==> src/core/dds_pkg.sv <==
/*
 * Shared constants for the phase-accumulating sine synthesizer and its
 * host-side loader: pipeline depths, link timing, host register map.
 * Assumes both ends run on one 20 MHz system clock.
 */
package dds_pkg;

    // ----------------------------------------------------------------
    // Clock and link timing
    // ----------------------------------------------------------------
    localparam int CLK_PERIOD_NS = 50;
    localparam int LINK_PERIOD_NS = 400;
    localparam int LINK_HALF_CYC = LINK_PERIOD_NS / (2 * CLK_PERIOD_NS);
    localparam int RST_MIN_NS = 12;
    localparam int RST_HOLD_RAW = (RST_MIN_NS + CLK_PERIOD_NS - 1) / CLK_PERIOD_NS;
    localparam int RST_HOLD_CYC = (RST_HOLD_RAW < 1) ? 1 : RST_HOLD_RAW;
    localparam int SYNC_STAGES = 2;

    // ----------------------------------------------------------------
    // Datapath shape
    // ----------------------------------------------------------------
    localparam int WORD_W = 32;
    localparam int PHASE_W = 15;
    localparam int SAMPLE_W = 12;
    localparam int PRE_ALIGN_STAGES = 4;
    localparam int POST_FLUSH_CYC = 9;
    localparam int POST_ALIGN_STAGES = POST_FLUSH_CYC - 3;
    localparam int FILL_CYC = PRE_ALIGN_STAGES + 1 + POST_FLUSH_CYC;
    localparam logic [11:0] MIDSCALE = 12'h800;
    localparam logic [31:0] WORD_RESET = 32'h0000_0000;

    // Host waits, counted in its own cycles, include the pin synchroniser.
    localparam int PRE_WAIT_CYC = SYNC_STAGES + 2 + PRE_ALIGN_STAGES;
    localparam int POST_WAIT_CYC = SYNC_STAGES + 1 + POST_FLUSH_CYC;

    // ----------------------------------------------------------------
    // Host register map
    // ----------------------------------------------------------------
    localparam int ADDR_W = 8;
    localparam logic [7:0] OFS_CTRL = 8'h00;
    localparam logic [7:0] OFS_CMD = 8'h04;
    localparam logic [7:0] OFS_WORD = 8'h08;
    localparam logic [7:0] OFS_STATUS = 8'h0C;
    localparam int CTRL_PARALLEL = 0;
    localparam int CTRL_FORMAT = 1;
    localparam int CTRL_TOGGLE = 2;
    localparam int CTRL_CARRY = 3;
    localparam int CMD_LOAD = 0;
    localparam int CMD_XFER = 1;
    localparam int CMD_ZERO = 2;
    localparam logic [3:0] CTRL_RESET = 4'h1;

    typedef enum logic [2:0] {
        DDS_IDLE = 3'b000,
        DDS_LOAD = 3'b001,
        DDS_XFER = 3'b010,
        DDS_PRE_WAIT = 3'b011,
        DDS_RST = 3'b100,
        DDS_POST_WAIT = 3'b101
    } dds_state_t;

endpackage

==> src/core/dds_link_if.sv <==
/*
 * Pin-level link between the host loader and the synthesizer core.
 * Assumes the bench joins both modports; no clock travels in it except
 * the host-made buffer load clock, which is a plain signal here.
 */
interface dds_link_if;
    logic buffer_load_clock; // Host-made load clock.
    logic buffer_load_enable; // Buffer capture enable.
    logic parallel_load_select; // High parallel, low serial.
    logic [31:0] tuning_word; // Word lines, bit 0 is the serial line.
    logic freq_word_transfer_enable; // Buffer to control register.
    logic phase_zero_reset_pin; // Synchronous phase clear.
    logic output_format_select; // High two's complement.
    logic carry_toggle_enable; // Internal alternating carry.
    logic accumulator_carry_in; // External carry.
    logic accumulator_carry_out; // Adder carry out.
    logic [11:0] sine_sample_out; // Sample word.
    logic sample_valid_strobe; // Sample valid level.

    modport host (
        output buffer_load_clock, buffer_load_enable, parallel_load_select, tuning_word,
        output freq_word_transfer_enable, phase_zero_reset_pin, output_format_select,
        output carry_toggle_enable, accumulator_carry_in,
        input accumulator_carry_out, sine_sample_out, sample_valid_strobe
    );
    modport device (
        input buffer_load_clock, buffer_load_enable, parallel_load_select, tuning_word,
        input freq_word_transfer_enable, phase_zero_reset_pin, output_format_select,
        input carry_toggle_enable, accumulator_carry_in,
        output accumulator_carry_out, sine_sample_out, sample_valid_strobe
    );
endinterface

==> src/core/dds_synth.sv <==
/*
 * Synthesizer core: double-buffered tuning word, pipelined 32-bit phase
 * accumulator and quarter-wave sine converter with a registered output.
 * Assumes every link input is asynchronous and held stable for several
 * system clocks around each load clock edge.
 */
module dds_synth (
    input wire logic pclk, // System clock.
    input wire logic presetn, // Asynchronous reset, active low.
    input wire logic clk_en, // Freezes all state while low.
    dds_link_if.device link // Pin link to the host.
);
    import dds_pkg::*;

    // ----------------------------------------------------------------
    // Quarter-wave amplitude
    // ----------------------------------------------------------------
    // Parabolic fit x*(2-x) over one quadrant; cheap, and exact at the
    // zero crossings and peaks, which keeps the fold seamless.
    function automatic logic [10:0] quarter_amp(input logic [12:0] x);
        logic [27:0] prod;
        prod = {15'h0, x} * (28'h0004000 - {15'h0, x});
        return prod[25:15];
    endfunction

    // ----------------------------------------------------------------
    // Pin synchronisers
    // ----------------------------------------------------------------
    localparam int PIN_W = WORD_W + 8;
    logic [PIN_W-1:0] pin_meta;
    logic [PIN_W-1:0] pin_sync;
    wire [PIN_W-1:0] pin_raw = {link.buffer_load_clock, link.buffer_load_enable,
        link.parallel_load_select, link.freq_word_transfer_enable,
        link.phase_zero_reset_pin, link.output_format_select,
        link.carry_toggle_enable, link.accumulator_carry_in, link.tuning_word};

    // Every pin passes two flops; only the second stage is read below.
    always_ff @(posedge pclk or negedge presetn) begin
        if (!presetn) begin
            pin_meta <= '0;
            pin_sync <= '0;
        end else if (clk_en) begin
            pin_meta <= pin_raw;
            pin_sync <= pin_meta;
        end
    end

    wire load_clk_s = pin_sync[WORD_W + 7];
    wire load_en_s = pin_sync[WORD_W + 6];
    wire parallel_s = pin_sync[WORD_W + 5];
    wire xfer_s = pin_sync[WORD_W + 4];
    wire zero_rst_s = pin_sync[WORD_W + 3];
    wire format_s = pin_sync[WORD_W + 2];
    wire toggle_s = pin_sync[WORD_W + 1];
    wire carry_in_s = pin_sync[WORD_W];
    wire [31:0] word_s = pin_sync[WORD_W-1:0];

    // ----------------------------------------------------------------
    // Double-buffered tuning word
    // ----------------------------------------------------------------
    logic load_clk_prev;
    logic [31:0] word_buffer;
    logic [31:0] freq_word;
    wire load_clk_rise = load_clk_s & ~load_clk_prev;
    // Serial data enters at bit 0 so the first bit sent ends up at bit 31.
    wire [31:0] serial_next = {word_buffer[30:0], word_s[0]};
    wire [31:0] buffer_next = parallel_s ? word_s : serial_next;

    // The load clock is sampled here, so the host may load at any moment
    // without touching the active control word.
    always_ff @(posedge pclk or negedge presetn) begin
        if (!presetn) begin
            load_clk_prev <= 1'b0;
            word_buffer <= WORD_RESET;
        end else if (clk_en) begin
            load_clk_prev <= load_clk_s;
            if (load_clk_rise && load_en_s) begin
                word_buffer <= buffer_next;
            end
        end
    end

    // Transfer on every clock edge at which the enable is seen high.
    always_ff @(posedge pclk or negedge presetn) begin
        if (!presetn) begin
            freq_word <= WORD_RESET;
        end else if (clk_en && xfer_s) begin
            freq_word <= word_buffer;
        end
    end

    // ----------------------------------------------------------------
    // Pre-adder alignment
    // ----------------------------------------------------------------
    logic [31:0] pre_align [PRE_ALIGN_STAGES];

    // These stages are deliberately untouched by the phase reset, which is
    // why the host must flush them with a zero word first.
    always_ff @(posedge pclk or negedge presetn) begin
        if (!presetn) begin
            for (int i = 0; i < PRE_ALIGN_STAGES; i++) begin
                pre_align[i] <= WORD_RESET;
            end
        end else if (clk_en) begin
            pre_align[0] <= freq_word;
            for (int i = 1; i < PRE_ALIGN_STAGES; i++) begin
                pre_align[i] <= pre_align[i-1];
            end
        end
    end

    // ----------------------------------------------------------------
    // Phase accumulator
    // ----------------------------------------------------------------
    logic [31:0] phase_acc;
    logic carry_toggle;
    logic carry_out;
    wire carry_bit = toggle_s ? carry_toggle : carry_in_s;
    wire [32:0] phase_sum = {1'b0, phase_acc} + {1'b0, pre_align[PRE_ALIGN_STAGES-1]}
        + {32'h0000_0000, carry_bit};

    // The toggle runs every cycle so successive sums alternate their carry.
    always_ff @(posedge pclk or negedge presetn) begin
        if (!presetn) begin
            carry_toggle <= 1'b0;
            phase_acc <= WORD_RESET;
            carry_out <= 1'b0;
        end else if (clk_en) begin
            carry_toggle <= ~carry_toggle;
            carry_out <= phase_sum[32];
            if (zero_rst_s) begin
                phase_acc <= WORD_RESET;
            end else begin
                phase_acc <= phase_sum[31:0];
            end
        end
    end

    // ----------------------------------------------------------------
    // Post-adder alignment
    // ----------------------------------------------------------------
    logic [PHASE_W-1:0] post_align [POST_ALIGN_STAGES];

    // Only the top phase bits travel on; the rest do not affect amplitude.
    always_ff @(posedge pclk or negedge presetn) begin
        if (!presetn) begin
            for (int i = 0; i < POST_ALIGN_STAGES; i++) begin
                post_align[i] <= '0;
            end
        end else if (clk_en) begin
            post_align[0] <= phase_acc[31:32-PHASE_W];
            for (int i = 1; i < POST_ALIGN_STAGES; i++) begin
                post_align[i] <= post_align[i-1];
            end
        end
    end

    // ----------------------------------------------------------------
    // Sine conversion
    // ----------------------------------------------------------------
    logic [PHASE_W-1:0] phase_tail;
    logic [12:0] fold_index;
    logic fold_neg;
    logic [10:0] amp;
    logic amp_neg;
    logic [11:0] sample;
    logic [11:0] sample_next;
    logic [4:0] fill_cnt;
    logic sample_valid;

    assign phase_tail = post_align[POST_ALIGN_STAGES-1];
    // Odd quadrants run the quarter wave backwards; upper half is negative.
    wire [12:0] index_next = phase_tail[13] ? ~phase_tail[12:0] : phase_tail[12:0];
    wire [11:0] unsigned_sample = amp_neg ? (MIDSCALE - {1'b0, amp})
        : (MIDSCALE + {1'b0, amp});
    wire [11:0] twos_sample = {~unsigned_sample[11], unsigned_sample[10:0]};

    always_comb begin
        sample_next = format_s ? twos_sample : unsigned_sample;
    end

    // Fold, amplitude and output stages close the nine-cycle tail.
    always_ff @(posedge pclk or negedge presetn) begin
        if (!presetn) begin
            fold_index <= '0;
            fold_neg <= 1'b0;
            amp <= '0;
            amp_neg <= 1'b0;
            sample <= MIDSCALE;
        end else if (clk_en) begin
            fold_index <= index_next;
            fold_neg <= phase_tail[14];
            amp <= quarter_amp(fold_index);
            amp_neg <= fold_neg;
            sample <= sample_next;
        end
    end

    // ----------------------------------------------------------------
    // Sample valid strobe
    // ----------------------------------------------------------------
    // Held low until the whole pipeline carries post-reset data; the level
    // then stays high and samples may be taken on every system clock edge.
    always_ff @(posedge pclk or negedge presetn) begin
        if (!presetn) begin
            fill_cnt <= '0;
            sample_valid <= 1'b0;
        end else if (clk_en) begin
            if (fill_cnt != 5'(FILL_CYC)) begin
                fill_cnt <= fill_cnt + 5'h01;
            end
            sample_valid <= (fill_cnt == 5'(FILL_CYC));
        end
    end

    assign link.sine_sample_out = sample;
    assign link.sample_valid_strobe = sample_valid;
    assign link.accumulator_carry_out = carry_out;

endmodule

==> src/flat_wrapper.sv <==
// flat-port wrapper written by rule: the top's interface ports become plain ports
module dds_synth_flat import dds_pkg::*;
  (pclk, presetn, clk_en, link_buffer_load_clock, link_buffer_load_enable, link_parallel_load_select, link_tuning_word, link_freq_word_transfer_enable, link_phase_zero_reset_pin, link_output_format_select, link_carry_toggle_enable, link_accumulator_carry_in, link_accumulator_carry_out, link_sine_sample_out, link_sample_valid_strobe);
  dds_link_if link_i ();
  input wire logic pclk;
  input wire logic presetn;
  input wire logic clk_en;
  input wire logic [$bits(link_i.buffer_load_clock)-1:0] link_buffer_load_clock;
  input wire logic [$bits(link_i.buffer_load_enable)-1:0] link_buffer_load_enable;
  input wire logic [$bits(link_i.parallel_load_select)-1:0] link_parallel_load_select;
  input wire logic [$bits(link_i.tuning_word)-1:0] link_tuning_word;
  input wire logic [$bits(link_i.freq_word_transfer_enable)-1:0] link_freq_word_transfer_enable;
  input wire logic [$bits(link_i.phase_zero_reset_pin)-1:0] link_phase_zero_reset_pin;
  input wire logic [$bits(link_i.output_format_select)-1:0] link_output_format_select;
  input wire logic [$bits(link_i.carry_toggle_enable)-1:0] link_carry_toggle_enable;
  input wire logic [$bits(link_i.accumulator_carry_in)-1:0] link_accumulator_carry_in;
  output wire logic [$bits(link_i.accumulator_carry_out)-1:0] link_accumulator_carry_out;
  output wire logic [$bits(link_i.sine_sample_out)-1:0] link_sine_sample_out;
  output wire logic [$bits(link_i.sample_valid_strobe)-1:0] link_sample_valid_strobe;
  assign link_i.buffer_load_clock = link_buffer_load_clock;
  assign link_i.buffer_load_enable = link_buffer_load_enable;
  assign link_i.parallel_load_select = link_parallel_load_select;
  assign link_i.tuning_word = link_tuning_word;
  assign link_i.freq_word_transfer_enable = link_freq_word_transfer_enable;
  assign link_i.phase_zero_reset_pin = link_phase_zero_reset_pin;
  assign link_i.output_format_select = link_output_format_select;
  assign link_i.carry_toggle_enable = link_carry_toggle_enable;
  assign link_i.accumulator_carry_in = link_accumulator_carry_in;
  assign link_accumulator_carry_out = link_i.accumulator_carry_out;
  assign link_sine_sample_out = link_i.sine_sample_out;
  assign link_sample_valid_strobe = link_i.sample_valid_strobe;
  dds_synth u_core (.pclk(pclk), .presetn(presetn), .clk_en(clk_en), .link(link_i));
endmodule
==> config.mk <==
export PLATFORM = sky130hd
export DESIGN_NAME = dds_synth_flat
export DESIGN_NICKNAME = d
export VERILOG_FILES = /design/src/core/dds_pkg.sv /design/src/core/dds_link_if.sv /design/src/core/dds_synth.sv /design/src/flat_wrapper.sv
export SDC_FILE = /design/constraint.sdc
export NUM_CORES = 1
export LEC_CHECK = 0
export BUFFER_PORTS_ARGS = -buffer_cell sky130_fd_sc_hd__buf_2
export CAP_MARGIN = 15
export CORE_MARGIN = 10
export CORE_UTILIZATION = 60
export DETAILED_ROUTE_END_ITERATION = 6
export PLACE_DENSITY = 0.77
export SLEW_MARGIN = 20
export SYNTH_ARGS = -nofsm -noshare
export SYNTH_HDL_FRONTEND = slang
export SYNTH_SLANG_ARGS = --single-unit
==> constraint.sdc <==
create_clock -name pclk -period 7.65 [get_ports pclk]
set_clock_uncertainty 0.2 [all_clocks]
set_input_delay 0.3825 -clock pclk [delete_from_list [all_inputs] [get_ports pclk]]
set_output_delay 0.3825 -clock pclk [all_outputs]
set_load 0.1 [all_outputs]
==> results of run 1 <==
[Yosys cell counts, drive strengths merged, types with 8 or more instances]
| cell type | number |
|---|---|
| and2 | 13 |
| a22o | 16 |
| nor3 | 8 |
| o21ai | 67 |
| dfrtp | 440 |
| a21oi | 59 |
| ha | 109 |
| nor2b | 49 |
| nand2 | 85 |
| or3 | 8 |
| a211oi | 9 |
| nand2b | 66 |
| fa | 143 |
| a21o | 22 |
| o31ai | 9 |
| nand3 | 14 |
| inv | 192 |
| clkbuf | 92 |
| xnor2 | 40 |
| buf | 11 |
| xor2 | 18 |
| nor2 | 86 |
| mux2 | 342 |
| a31oi | 9 |
| mux2i | 32 |
[per-stage QoR]
stage | worst slack, ns | area, um2
2_1_floorplan | 0.667 | 24500
3_3_place_gp | 0.509 | 25200
3_5_place_dp | 0.282 | 25200
4_1_cts | 0.284 | 27100
5_1_grt | 0.0240 | 27100
6_report | 0.373 | 27100
[worst max-delay path: cells and delay by family, from the launching register on]
| family | cells | cell delay [ns] |
|---|---|---|
| muxes | 1 | 0.27 |
| buffers and inverters | 3 | 0.34 |
| xor gates and xnor gates | 1 | 0.07 |
| DFF | 1 | 0.49 |
| and+or+nand+nor | 4 | 0.90 |
| adders and majority gates | 8 | 3.39 |
| AOI/OAI and AO/OA | 6 | 1.49 |
[sequential cells by signal, summed over array words and instances (netlist names), 5 cells and up]
signal / cells
u_core.pin_meta: 40
u_core.word_buffer: 32
u_core.link.sine_sample_out: 12
u_core.pre_align: 128
u_core.amp: 11
u_core.phase_tail: 15
u_core.phase_acc: 32
u_core.fold_index: 13
u_core.post_align: 75
u_core.pin_sync: 40
u_core.freq_word: 32
u_core.fill_cnt: 5
[path summary, 6_finish.rpt]
path | from | end | slack (ns) | cells past startpoint
worst max-delay path | u_core.fold_index[1]$_DFFE_PN0P_ | u_core.amp[10]$_DFFE_PN0P_ | 0.37 | 23
worst min-delay path | clk_en | u_core.link.sine_sample_out[8]$_DFFE_PN0P_ | 0.17 | 2
worst max register to register | u_core.fold_index[1]$_DFFE_PN0P_ | u_core.amp[10]$_DFFE_PN0P_ | 0.37 | 23
worst min register to register | u_core.carry_toggle$_DFFE_PN0P_ | u_core.carry_toggle$_DFFE_PN0P_ | 0.28 | 1
max in group asynchronous | presetn | u_core.post_align[49]$_DFFE_PN0P_ | 5.52 | 3
min in group asynchronous | presetn | u_core.pin_meta[25]$_DFFE_PN0P_ | 0.33 | 2
[repair_timing]
item,4_1_cts,5_1_grt
hold endpoints to repair,173,0
gates resized for setup,0,1
endpoints found under the setup margin,0,1
hold buffers,41,0
[layout by cell type, fill, tap and decap left out, types with 8 or more instances in the layout]
cell	instances
sky130_fd_sc_hd__nor2_1	86
sky130_fd_sc_hd__inv_1	192
sky130_fd_sc_hd__o31ai_1	9
sky130_fd_sc_hd__clkbuf_8	11
sky130_fd_sc_hd__nand3_1	14
sky130_fd_sc_hd__clkbuf_16	44
sky130_fd_sc_hd__ha_1	108
sky130_fd_sc_hd__a21o_1	22
sky130_fd_sc_hd__nand2_1	85
sky130_fd_sc_hd__a21oi_1	56
sky130_fd_sc_hd__buf_4	17
sky130_fd_sc_hd__nor3_1	8
sky130_fd_sc_hd__conb_1	9
sky130_fd_sc_hd__mux2i_1	32
sky130_fd_sc_hd__fa_1	143
sky130_fd_sc_hd__a22o_1	16
sky130_fd_sc_hd__and2_1	13
sky130_fd_sc_hd__o21ai_0	63
sky130_fd_sc_hd__clkbuf_1	13
sky130_fd_sc_hd__buf_2	54
sky130_fd_sc_hd__mux2_2	341
sky130_fd_sc_hd__dfrtp_1	440
sky130_fd_sc_hd__dlygate4sd3_1	41
sky130_fd_sc_hd__or3_1	8
sky130_fd_sc_hd__xnor2_1	40
sky130_fd_sc_hd__xor2_1	18
sky130_fd_sc_hd__a211oi_1	8
sky130_fd_sc_hd__nor2b_1	49
sky130_fd_sc_hd__nand2b_1	66
[cells by family (layout without fill, tap and decap cells)]
| logic type | Yosys count | after routing | share of synthesized area (%) |
|---|---|---|---|
| flip-flops | 441 | 441 | 45.2 |
| multiplexers | 374 | 374 | 17.1 |
| AND/OR/NAND/NOR | 360 | 360 | 7.49 |
| buffers and inverters | 297 | 392 | 4.63 |
| adder cells (fa/ha/maj) | 252 | 252 | 17.3 |
| AO/OA/AOI/OAI | 231 | 231 | 6.19 |
| XOR/XNOR | 58 | 58 | 2.08 |
| other | 2 | 9 | 0.0307 |
[cell type report]
class / count / area, um2 / area share [%]
Clock buffer: 68 / 1300 / 4.81
Clock inverter: 13 / 149 / 0.550
Inverter: 194 / 728 / 2.69
Multi-Input combinational cell: 1284 / 12300 / 45.4
Sequential cell: 441 / 11000 / 40.8
Tap cell: 525 / 657 / 2.43
Timing Repair Buffer: 117 / 898 / 3.32
[layer usage]
metal  part of all wire (%)  global-route usage, %  up-vias
li1                       -                      -     6875
met1                     44                   22.9     7314
met2                     50                   30.1      244
met3                    3.7                   2.69       73
met4                    2.7                   5.82        0
met5                      0                      0        -
==> impl_metrics.env, run 1 <==
export IMPL_drt_iter0_drc=722
export IMPL_hold_path_class="primary input to flip-flop"
export IMPL_clk_pin_slew_ns=0.06
export IMPL_synth_warning_count=0
export IMPL_gp_congestion=0.885
export IMPL_drt_pre_antenna_iters=4
export IMPL_grt_overflow_total=0
export IMPL_ys_ff_latch=441
export IMPL_io_buffers=56
export IMPL_critPathSlowestCell="sky130_fd_sc_hd__fa_1"
export IMPL_numPlacedInstances=2520
export IMPL_total_number_of_vias=14500
export IMPL_utilization_pct=67.6
export IMPL_path_cells="clkinv_1 > ha_1 > nand2b_1 > or3_1 > nor3_1 > ha_2 > nor2b_1 > fa_1 > inv_1 > fa_1 > inv_1 > fa_1 > fa_1 > fa_1 > ha_1 > a21o_1 > a211o_1 > a311o_1 > a31oi_2 > o211ai_2 > a21oi_2 > xnor2_1 > mux2_2"
export IMPL_worst_pin_slew_ns=0.995
export IMPL_core_rowCount=73
export IMPL_fin_nets=2377
export IMPL_finalCritPeriodShare_pct=95.1
export IMPL_number_of_enable_flip_flop_cells_after_synthesis=0
export IMPL_root_buffer="sky130_fd_sc_hd__clkbuf_16"
export IMPL_timing_final_setup_violations=0
export IMPL_rsz0062_at_grt="false"
export IMPL_grt_antenna_before_repair=0
export IMPL_syn_area_per_cell_um2=12.1
export IMPL_wl_per_cell_um=16.4
export IMPL_largest_net_degree_at_the_start_of_global_routing=207
export IMPL_grt_pass1_vias=15400
export IMPL_detail_route_drc_violations=0
export IMPL_maxSlewHeadroom_pct=33.7
export IMPL_yosys_top_cells_area="sky130_fd_sc_hd__dfrtp_1 45%, sky130_fd_sc_hd__mux2_2 16%, sky130_fd_sc_hd__fa_1 12%"
export IMPL_worst_hold_slack_ns=0.170
export IMPL_arrival_ns=7.51
export IMPL_antennaDiodeCount=0
export IMPL_post_dp_hpwl_mm=30.2
export IMPL_post_synth_instance_area_um2=24400
export IMPL_cts_sink_count=441
export IMPL_clock_latency_ns=0.56
export IMPL_drive_above_1_share_pct=23.8
export IMPL_h_tree_level_count=2
export IMPL_design_core_area_um2=40000
export IMPL_synthArstFlopShare_pct=100
export IMPL_setup_total_negative_slack_ns=0
export IMPL_maxCapViolations=0
export IMPL_worstPathRequired_ns=7.89
export IMPL_synth_sequential_area_ratio_pct=45.2
export IMPL_criticalPathCategory="flip-flop to flip-flop"
export IMPL_timing_critical_path_mode_cell="sky130_fd_sc_hd__fa_1"
export IMPL_die_h_um=222
export IMPL_layout_area_overhead_vs_synth_pct=10.8
export IMPL_cts_tree="built"
export IMPL_initial_standard_cell_utilization_of_the_core_pct=61.1
export IMPL_finish_cell_count_without_fillers=2642
export IMPL_die_area_um2=49200
export IMPL_synthCells=2015
export IMPL_final_max_slew_viol_count=0
export IMPL_final_fill_count=2881
export IMPL_critical_path_max_stage_delay_ns=0.53
export IMPL_globalRouteTotalUtil_pct=17.7
export IMPL_crit_path_max_fanout=10
export IMPL_cts_setup_buffers=0
export IMPL_wirelength_mm=43.3
export IMPL_timing_final_hold_violations=0
export IMPL_fmaxAchievable_mhz=137
export IMPL_dominantRegCellSynth="sky130_fd_sc_hd__dfrtp_1"
export IMPL_post_route_min_period_ns=7.28
export IMPL_run_status="finished, final reports clean"
export IMPL_die_x_um=222
export IMPL_grt_first_pass_wirelength_mm=74.7
export IMPL_yosysUniqueCellTypes=69
export IMPL_critical_path_endpoint_type="flip-flop"
export IMPL_yosys_area_top_type="sky130_fd_sc_hd__dfrtp_1"
export IMPL_postRouteAntennaNets=0
export IMPL_vias_per_cell=5.49
export IMPL_clock_path_buffers=3
export IMPL_worst_setup_path_start_kind="flip-flop"
export IMPL_num_io_pins=57
export IMPL_cts_inserted_buffers=44
export IMPL_area_share_of_the_largest_cell_type_after_synthesis_pct=45.1
Power of run 1 is not shown: default switching activity piles up to over one toggle a cycle in this logic, so the estimate is an artifact.
==> run 2, diff against run 1 <==
--- a/config.mk
+++ b/config.mk
@@ -11,6 +11,7 @@
 export CORE_UTILIZATION = 60
 export DETAILED_ROUTE_END_ITERATION = 6
 export PLACE_DENSITY = 0.77
+export REMOVE_ABC_BUFFERS = 1
 export SLEW_MARGIN = 20
 export SYNTH_ARGS = -nofsm -noshare
 export SYNTH_HDL_FRONTEND = slang
==> impl_metrics.env, run 2 (synthesis results as in run 1) <==
export IMPL_final_fill_count=2929
export IMPL_post_route_min_period_ns=7.27
export IMPL_worst_setup_path_start_kind="flip-flop"
export IMPL_wl_per_cell_um=16.5
export IMPL_worst_pin_slew_ns=1.00
export IMPL_maxCapViolations=0
export IMPL_timing_final_hold_violations=0
export IMPL_total_number_of_vias=14600
export IMPL_cts_inserted_buffers=44
export IMPL_crit_path_max_fanout=10
export IMPL_drt_iter0_drc=840
export IMPL_die_area_um2=49200
export IMPL_design_core_area_um2=40000
export IMPL_grt_pass1_vias=15700
export IMPL_postRouteAntennaNets=0
export IMPL_h_tree_level_count=2
export IMPL_largest_net_degree_at_the_start_of_global_routing=160
export IMPL_timing_final_setup_violations=0
export IMPL_grt_overflow_total=0
export IMPL_wirelength_mm=43.6
export IMPL_root_buffer="sky130_fd_sc_hd__clkbuf_16"
export IMPL_finalCritPeriodShare_pct=95.0
export IMPL_fin_nets=2379
export IMPL_vias_per_cell=5.53
export IMPL_arrival_ns=7.51
export IMPL_worstPathRequired_ns=7.89
export IMPL_seqCellArea_um2=11000
export IMPL_io_buffers=56
export IMPL_num_io_pins=57
export IMPL_largest_register_ffs=128
export IMPL_initial_standard_cell_utilization_of_the_core_pct=61.1
export IMPL_setup_total_negative_slack_ns=0
export IMPL_drt_pre_antenna_iters=4
export IMPL_rsz0062_at_grt="false"
export IMPL_clk_pin_slew_ns=0.06
export IMPL_die_x_um=222
export IMPL_drive_above_1_share_pct=24.1
export IMPL_core_rowCount=73
export IMPL_clock_path_buffers=3
export IMPL_grt_antenna_before_repair=0
export IMPL_run_status="finished, final reports clean"
export IMPL_most_flops_register="u_core.pre_align"
export IMPL_cts_setup_buffers=0
export IMPL_hold_path_class="primary input to async pin"
export IMPL_criticalPathCategory="flip-flop to flip-flop"
export IMPL_clock_latency_ns=0.57
export IMPL_maxSlewHeadroom_pct=33.1
export IMPL_critical_path_endpoint_type="flip-flop"
export IMPL_globalRouteTotalUtil_pct=18.2
export IMPL_total_of_hold_buffers_inserted_after_clock_tree_synthesis=41
export IMPL_fmaxAchievable_mhz=138
export IMPL_post_dp_hpwl_mm=29.8
export IMPL_reg_largest_list="u_core.pre_align (128), u_core.post_align (75)"
export IMPL_final_max_slew_viol_count=0
export IMPL_cts_sink_count=441
export IMPL_most_frequent_standard_cell_in_the_layout_excluding_fill_and_tap_cells="sky130_fd_sc_hd__dfrtp_1"
export IMPL_gp_congestion=0.868
export IMPL_detail_route_drc_violations=0
export IMPL_final_cell_mix="439 x sky130_fd_sc_hd__dfrtp_1, 341 x sky130_fd_sc_hd__mux2_2, 192 x sky130_fd_sc_hd__inv_1"
export IMPL_layout_area_overhead_vs_synth_pct=10.9
export IMPL_antennaDiodeCount=0
export IMPL_multiInputGateArea_um2=12300
export IMPL_cts_tree="built"
export IMPL_post_cts_resized=0
export IMPL_grt_first_pass_wirelength_mm=76.6
export IMPL_die_h_um=222
-- run 2: path summary, 6_finish.rpt --
kind / end / cells past startpoint / startpoint / slack [ns]
max reg2reg: u_core.amp[10]$_DFFE_PN0P_ / 21 / u_core.fold_index[6]$_DFFE_PN0P_ / 0.38
max: u_core.amp[10]$_DFFE_PN0P_ / 21 / u_core.fold_index[6]$_DFFE_PN0P_ / 0.38
min in group pclk: u_core.link.sample_valid_strobe$_DFFE_PN0P_ / 3 / clk_en / 0.23
max in group asynchronous: u_core.post_align[75]$_DFFE_PN0P_ / 3 / presetn / 5.64
min reg2reg: u_core.carry_toggle$_DFFE_PN0P_ / 1 / u_core.carry_toggle$_DFFE_PN0P_ / 0.26
min: u_core.pin_meta[5]$_DFFE_PN0P_ / 2 / presetn / 0.22
-- run 2: layout make-up --
cell class | count | area share (%)
repair buffers | 119 | 3.33
inverters | 194 | 2.69
clock buffers | 60 | 4.69
flip-flops and latches | 441 | 40.8
well taps | 525 | 2.43
clock inverters | 16 | 0.748
multi-input cells | 1284 | 45.4
-- run 2: per-layer routing --
layer,up-vias,GRT usage (%),wire length (um)
met2,218,31.4,22200
li1,6889,-,-
met5,-,0,0
met4,0,6.65,1100
met1,7419,23.2,19100
met3,71,2.14,1280
-- run 2: worst max-delay path: stages (launching register included) --
cell and delay (ns):
sky130_fd_sc_hd__dfrtp_1 0.37, sky130_fd_sc_hd__or4_1 0.55, sky130_fd_sc_hd__or3_1 0.39, sky130_fd_sc_hd__nor3_1 0.34
sky130_fd_sc_hd__ha_1 0.38, sky130_fd_sc_hd__nor2b_1 0.11, sky130_fd_sc_hd__fa_1 0.51, sky130_fd_sc_hd__inv_1 0.05
sky130_fd_sc_hd__fa_1 0.52, sky130_fd_sc_hd__inv_1 0.05, sky130_fd_sc_hd__fa_1 0.54, sky130_fd_sc_hd__fa_1 0.45
sky130_fd_sc_hd__fa_1 0.50, sky130_fd_sc_hd__ha_1 0.36, sky130_fd_sc_hd__a21o_1 0.21, sky130_fd_sc_hd__a211o_1 0.28
sky130_fd_sc_hd__a311o_1 0.36, sky130_fd_sc_hd__a31oi_2 0.30, sky130_fd_sc_hd__o211ai_2 0.16, sky130_fd_sc_hd__a21oi_2 0.17
sky130_fd_sc_hd__xnor2_1 0.07, sky130_fd_sc_hd__mux2_2 0.27
-- run 2: stage by stage --
step	util (%)	instances	setup slack [ns]	hold slack (ns)	cell area [um2]
2_1_floorplan	-	1919	0.722	-0.113	24100
3_3_place_gp	63.0	2522	0.593	0.255	25200
3_5_place_dp	63.0	2522	0.397	0.256	25200
4_1_cts	67.7	2639	0.429	0.198	27100
6_report	67.7	2639	0.382	0.219	27100
5_1_grt	67.7	2639	0.0129	0.217	27100
Power of run 2 is left out for the same reason.
==> run 3, diff against run 2 <==
--- a/config.mk
+++ b/config.mk
@@ -10,7 +10,7 @@
 export CORE_MARGIN = 10
 export CORE_UTILIZATION = 60
 export DETAILED_ROUTE_END_ITERATION = 6
-export PLACE_DENSITY = 0.77
+export PLACE_DENSITY = 0.8
 export REMOVE_ABC_BUFFERS = 1
 export SLEW_MARGIN = 20
 export SYNTH_ARGS = -nofsm -noshare
==> impl_metrics.env, run 3 (synthesis results as in run 1) <==
export IMPL_run_status="finished, final reports clean"
export IMPL_drt_pre_antenna_iters=5
export IMPL_h_tree_level_count=2
export IMPL_num_io_pins=57
export IMPL_final_max_slew_viol_count=0
export IMPL_critical_path_endpoint_type="flip-flop"
export IMPL_cts_setup_buffers=0
export IMPL_io_buffers=56
export IMPL_grt_antenna_before_repair=0
export IMPL_worst_setup_path_start_kind="flip-flop"
export IMPL_timing_reg2reg_setup_slack_ns=0.40
export IMPL_final_cell_mix="439 x sky130_fd_sc_hd__dfrtp_1, 341 x sky130_fd_sc_hd__mux2_2, 192 x sky130_fd_sc_hd__inv_1"
export IMPL_grt_first_pass_wirelength_mm=78.0
export IMPL_drive_above_1_share_pct=24.4
export IMPL_largest_net_degree_at_the_start_of_global_routing=174
export IMPL_clock_path_buffers=3
export IMPL_fin_nets=2382
export IMPL_core_rowCount=73
export IMPL_largest_register_ffs=128
export IMPL_rsz0062_at_grt="false"
export IMPL_root_buffer="sky130_fd_sc_hd__clkbuf_16"
export IMPL_cts_inserted_buffers=46
export IMPL_globalRouteTotalUtil_pct=18.6
export IMPL_post_dp_hpwl_mm=30.6
export IMPL_worst_pin_slew_ns=1.04
export IMPL_worstPathRequired_ns=7.90
export IMPL_die_h_um=222
export IMPL_wl_per_cell_um=17.0
export IMPL_timing_final_hold_violations=0
export IMPL_fmaxAchievable_mhz=138
export IMPL_most_frequent_standard_cell_in_the_layout_excluding_fill_and_tap_cells="sky130_fd_sc_hd__dfrtp_1"
export IMPL_reg2reg_start="u_core.fold_index[6]$_DFFE_PN0P_"
export IMPL_grt_overflow_total=0
export IMPL_critical_path_endpoint="u_core.amp[10]$_DFFE_PN0P_"
export IMPL_setup_total_negative_slack_ns=0
export IMPL_hold_path_class="primary input to flip-flop"
export IMPL_die_x_um=222
export IMPL_crit_path_max_fanout=10
export IMPL_maxCapViolations=0
export IMPL_postRouteAntennaNets=0
export IMPL_layout_area_overhead_vs_synth_pct=11.7
export IMPL_most_flops_register="u_core.pre_align"
export IMPL_antennaDiodeCount=0
export IMPL_die_area_um2=49200
export IMPL_clk_pin_slew_ns=0.06
export IMPL_criticalPathCategory="flip-flop to flip-flop"
export IMPL_reg2reg_depth=21
export IMPL_cts_sink_count=441
export IMPL_clock_latency_ns=0.59
export IMPL_drt_iter0_drc=818
export IMPL_gp_congestion=0.864
export IMPL_total_number_of_vias=14800
export IMPL_wirelength_mm=45.1
export IMPL_crit_start="u_core.fold_index[6]$_DFFE_PN0P_"
export IMPL_timing_final_setup_violations=0
export IMPL_finalCritPeriodShare_pct=94.8
export IMPL_grt_pass1_vias=16100
export IMPL_maxSlewHeadroom_pct=30.8
export IMPL_vias_per_cell=5.57
export IMPL_cts_tree="built"
export IMPL_detail_route_drc_violations=0
export IMPL_post_route_min_period_ns=7.25
export IMPL_final_fill_count=2790
export IMPL_design_core_area_um2=40000
export IMPL_reg_largest_list="u_core.pre_align (128), u_core.post_align (75)"
export IMPL_initial_standard_cell_utilization_of_the_core_pct=61.1
export IMPL_r2r_end="u_core.amp[10]$_DFFE_PN0P_"
export IMPL_arrival_ns=7.50
==> run 3: cell types whose count changed in the layout (fill, tap and decap cells not counted) <==
| cell | delta |
|---|---|
| sky130_fd_sc_hd__clkinv_2 | +2 |
| sky130_fd_sc_hd__ha_1 | -1 |
| sky130_fd_sc_hd__buf_12 | +1 |
| sky130_fd_sc_hd__clkbuf_1 | +2 |
| sky130_fd_sc_hd__clkbuf_16 | +3 |
| sky130_fd_sc_hd__clkinvlp_4 | -2 |
| sky130_fd_sc_hd__clkbuf_8 | -4 |
| sky130_fd_sc_hd__clkinv_16 | +1 |
| sky130_fd_sc_hd__clkinv_4 | +1 |
| sky130_fd_sc_hd__ha_2 | +1 |
| sky130_fd_sc_hd__bufinv_16 | +4 |
| sky130_fd_sc_hd__inv_8 | +2 |
| sky130_fd_sc_hd__inv_16 | -1 |
==> run 3: how the worst min path moves through the flow <==
stage | start | to | slack [ns] | depth (start not counted)
final | clk_en | u_core.pin_meta[39]$_DFFE_PN0P_ | 0.14 | 2
after global routing | clk_en | u_core.pin_meta[39]$_DFFE_PN0P_ | 0.15 | 2
after CTS | clk_en | u_core.pin_meta[39]$_DFFE_PN0P_ | 0.13 | 2
after detailed placement | u_core.fill_cnt[4]$_DFFE_PN0P_ | u_core.fill_cnt[4]$_DFFE_PN0P_ | 0.26 | 1
after global placement | u_core.carry_toggle$_DFFE_PN0P_ | u_core.carry_toggle$_DFFE_PN0P_ | 0.25 | 1
after floorplan | presetn | u_core.amp[0]$_DFFE_PN0P_ | -0.11 | 0
==> run 3: layout make-up <==
type / count / area (um2) / share of cell area (%)
timing repair buffer: 120 / 921 / 3.37
clock inverter: 23 / 359 / 1.32
clock buffer: 61 / 1300 / 4.76
inverter: 194 / 728 / 2.67
multi-input combinational: 1284 / 12300 / 45.0
sequential: 441 / 11000 / 40.4
tap: 525 / 657 / 2.41
==> run 3: worst max-delay path: stages, from the launching register on <==
cell	delay, ns
sky130_fd_sc_hd__dfrtp_1	0.38
sky130_fd_sc_hd__or4_1	0.57
sky130_fd_sc_hd__or3_1	0.39
sky130_fd_sc_hd__nor3_1	0.30
sky130_fd_sc_hd__ha_2	0.33
sky130_fd_sc_hd__nor2b_1	0.09
sky130_fd_sc_hd__fa_1	0.50
sky130_fd_sc_hd__inv_1	0.05
sky130_fd_sc_hd__fa_1	0.53
sky130_fd_sc_hd__inv_1	0.05
sky130_fd_sc_hd__fa_1	0.54
sky130_fd_sc_hd__fa_1	0.45
sky130_fd_sc_hd__fa_1	0.49
sky130_fd_sc_hd__ha_1	0.36
sky130_fd_sc_hd__a21o_1	0.21
sky130_fd_sc_hd__a211o_1	0.29
sky130_fd_sc_hd__a311o_1	0.37
sky130_fd_sc_hd__a31oi_2	0.32
sky130_fd_sc_hd__o211ai_2	0.17
sky130_fd_sc_hd__a21oi_2	0.19
sky130_fd_sc_hd__xnor2_1	0.09
sky130_fd_sc_hd__mux2_2	0.27
==> run 3: per-stage QoR <==
| stage | instances | area [um2] | hold slack [ns] | setup WS [ns] | utilization, % |
|---|---|---|---|---|---|
| 6_report | 2648 | 27300 | 0.139 | 0.395 | 68.2 |
| 5_1_grt | 2648 | 27300 | 0.149 | 0.0429 | 68.2 |
| 4_1_cts | 2648 | 27300 | 0.128 | 0.327 | 68.2 |
| 3_5_place_dp | 2523 | 25200 | 0.264 | 0.338 | 63.0 |
| 3_3_place_gp | 2523 | 25200 | 0.250 | 0.561 | 63.0 |
| 2_1_floorplan | 1919 | 24100 | -0.113 | 0.722 | - |
==> run 3: per-layer routing <==
metal | GRT usage, % | wire length (um) | vias to the layer above
li1 | - | - | 6900
met1 | 23.0 | 19100 | 7561
met2 | 32.9 | 23400 | 214
met3 | 2.40 | 1320 | 76
met4 | 6.87 | 1280 | 0
met5 | 0 | 0 | -
==> run 3: repair_timing <==
action	CTS	global route
resized for setup	0	1
endpoints found under the setup margin	0	1
hold buffers	41	0
hold endpoints to repair	165	0
Power of run 3 is left out for the same reason.
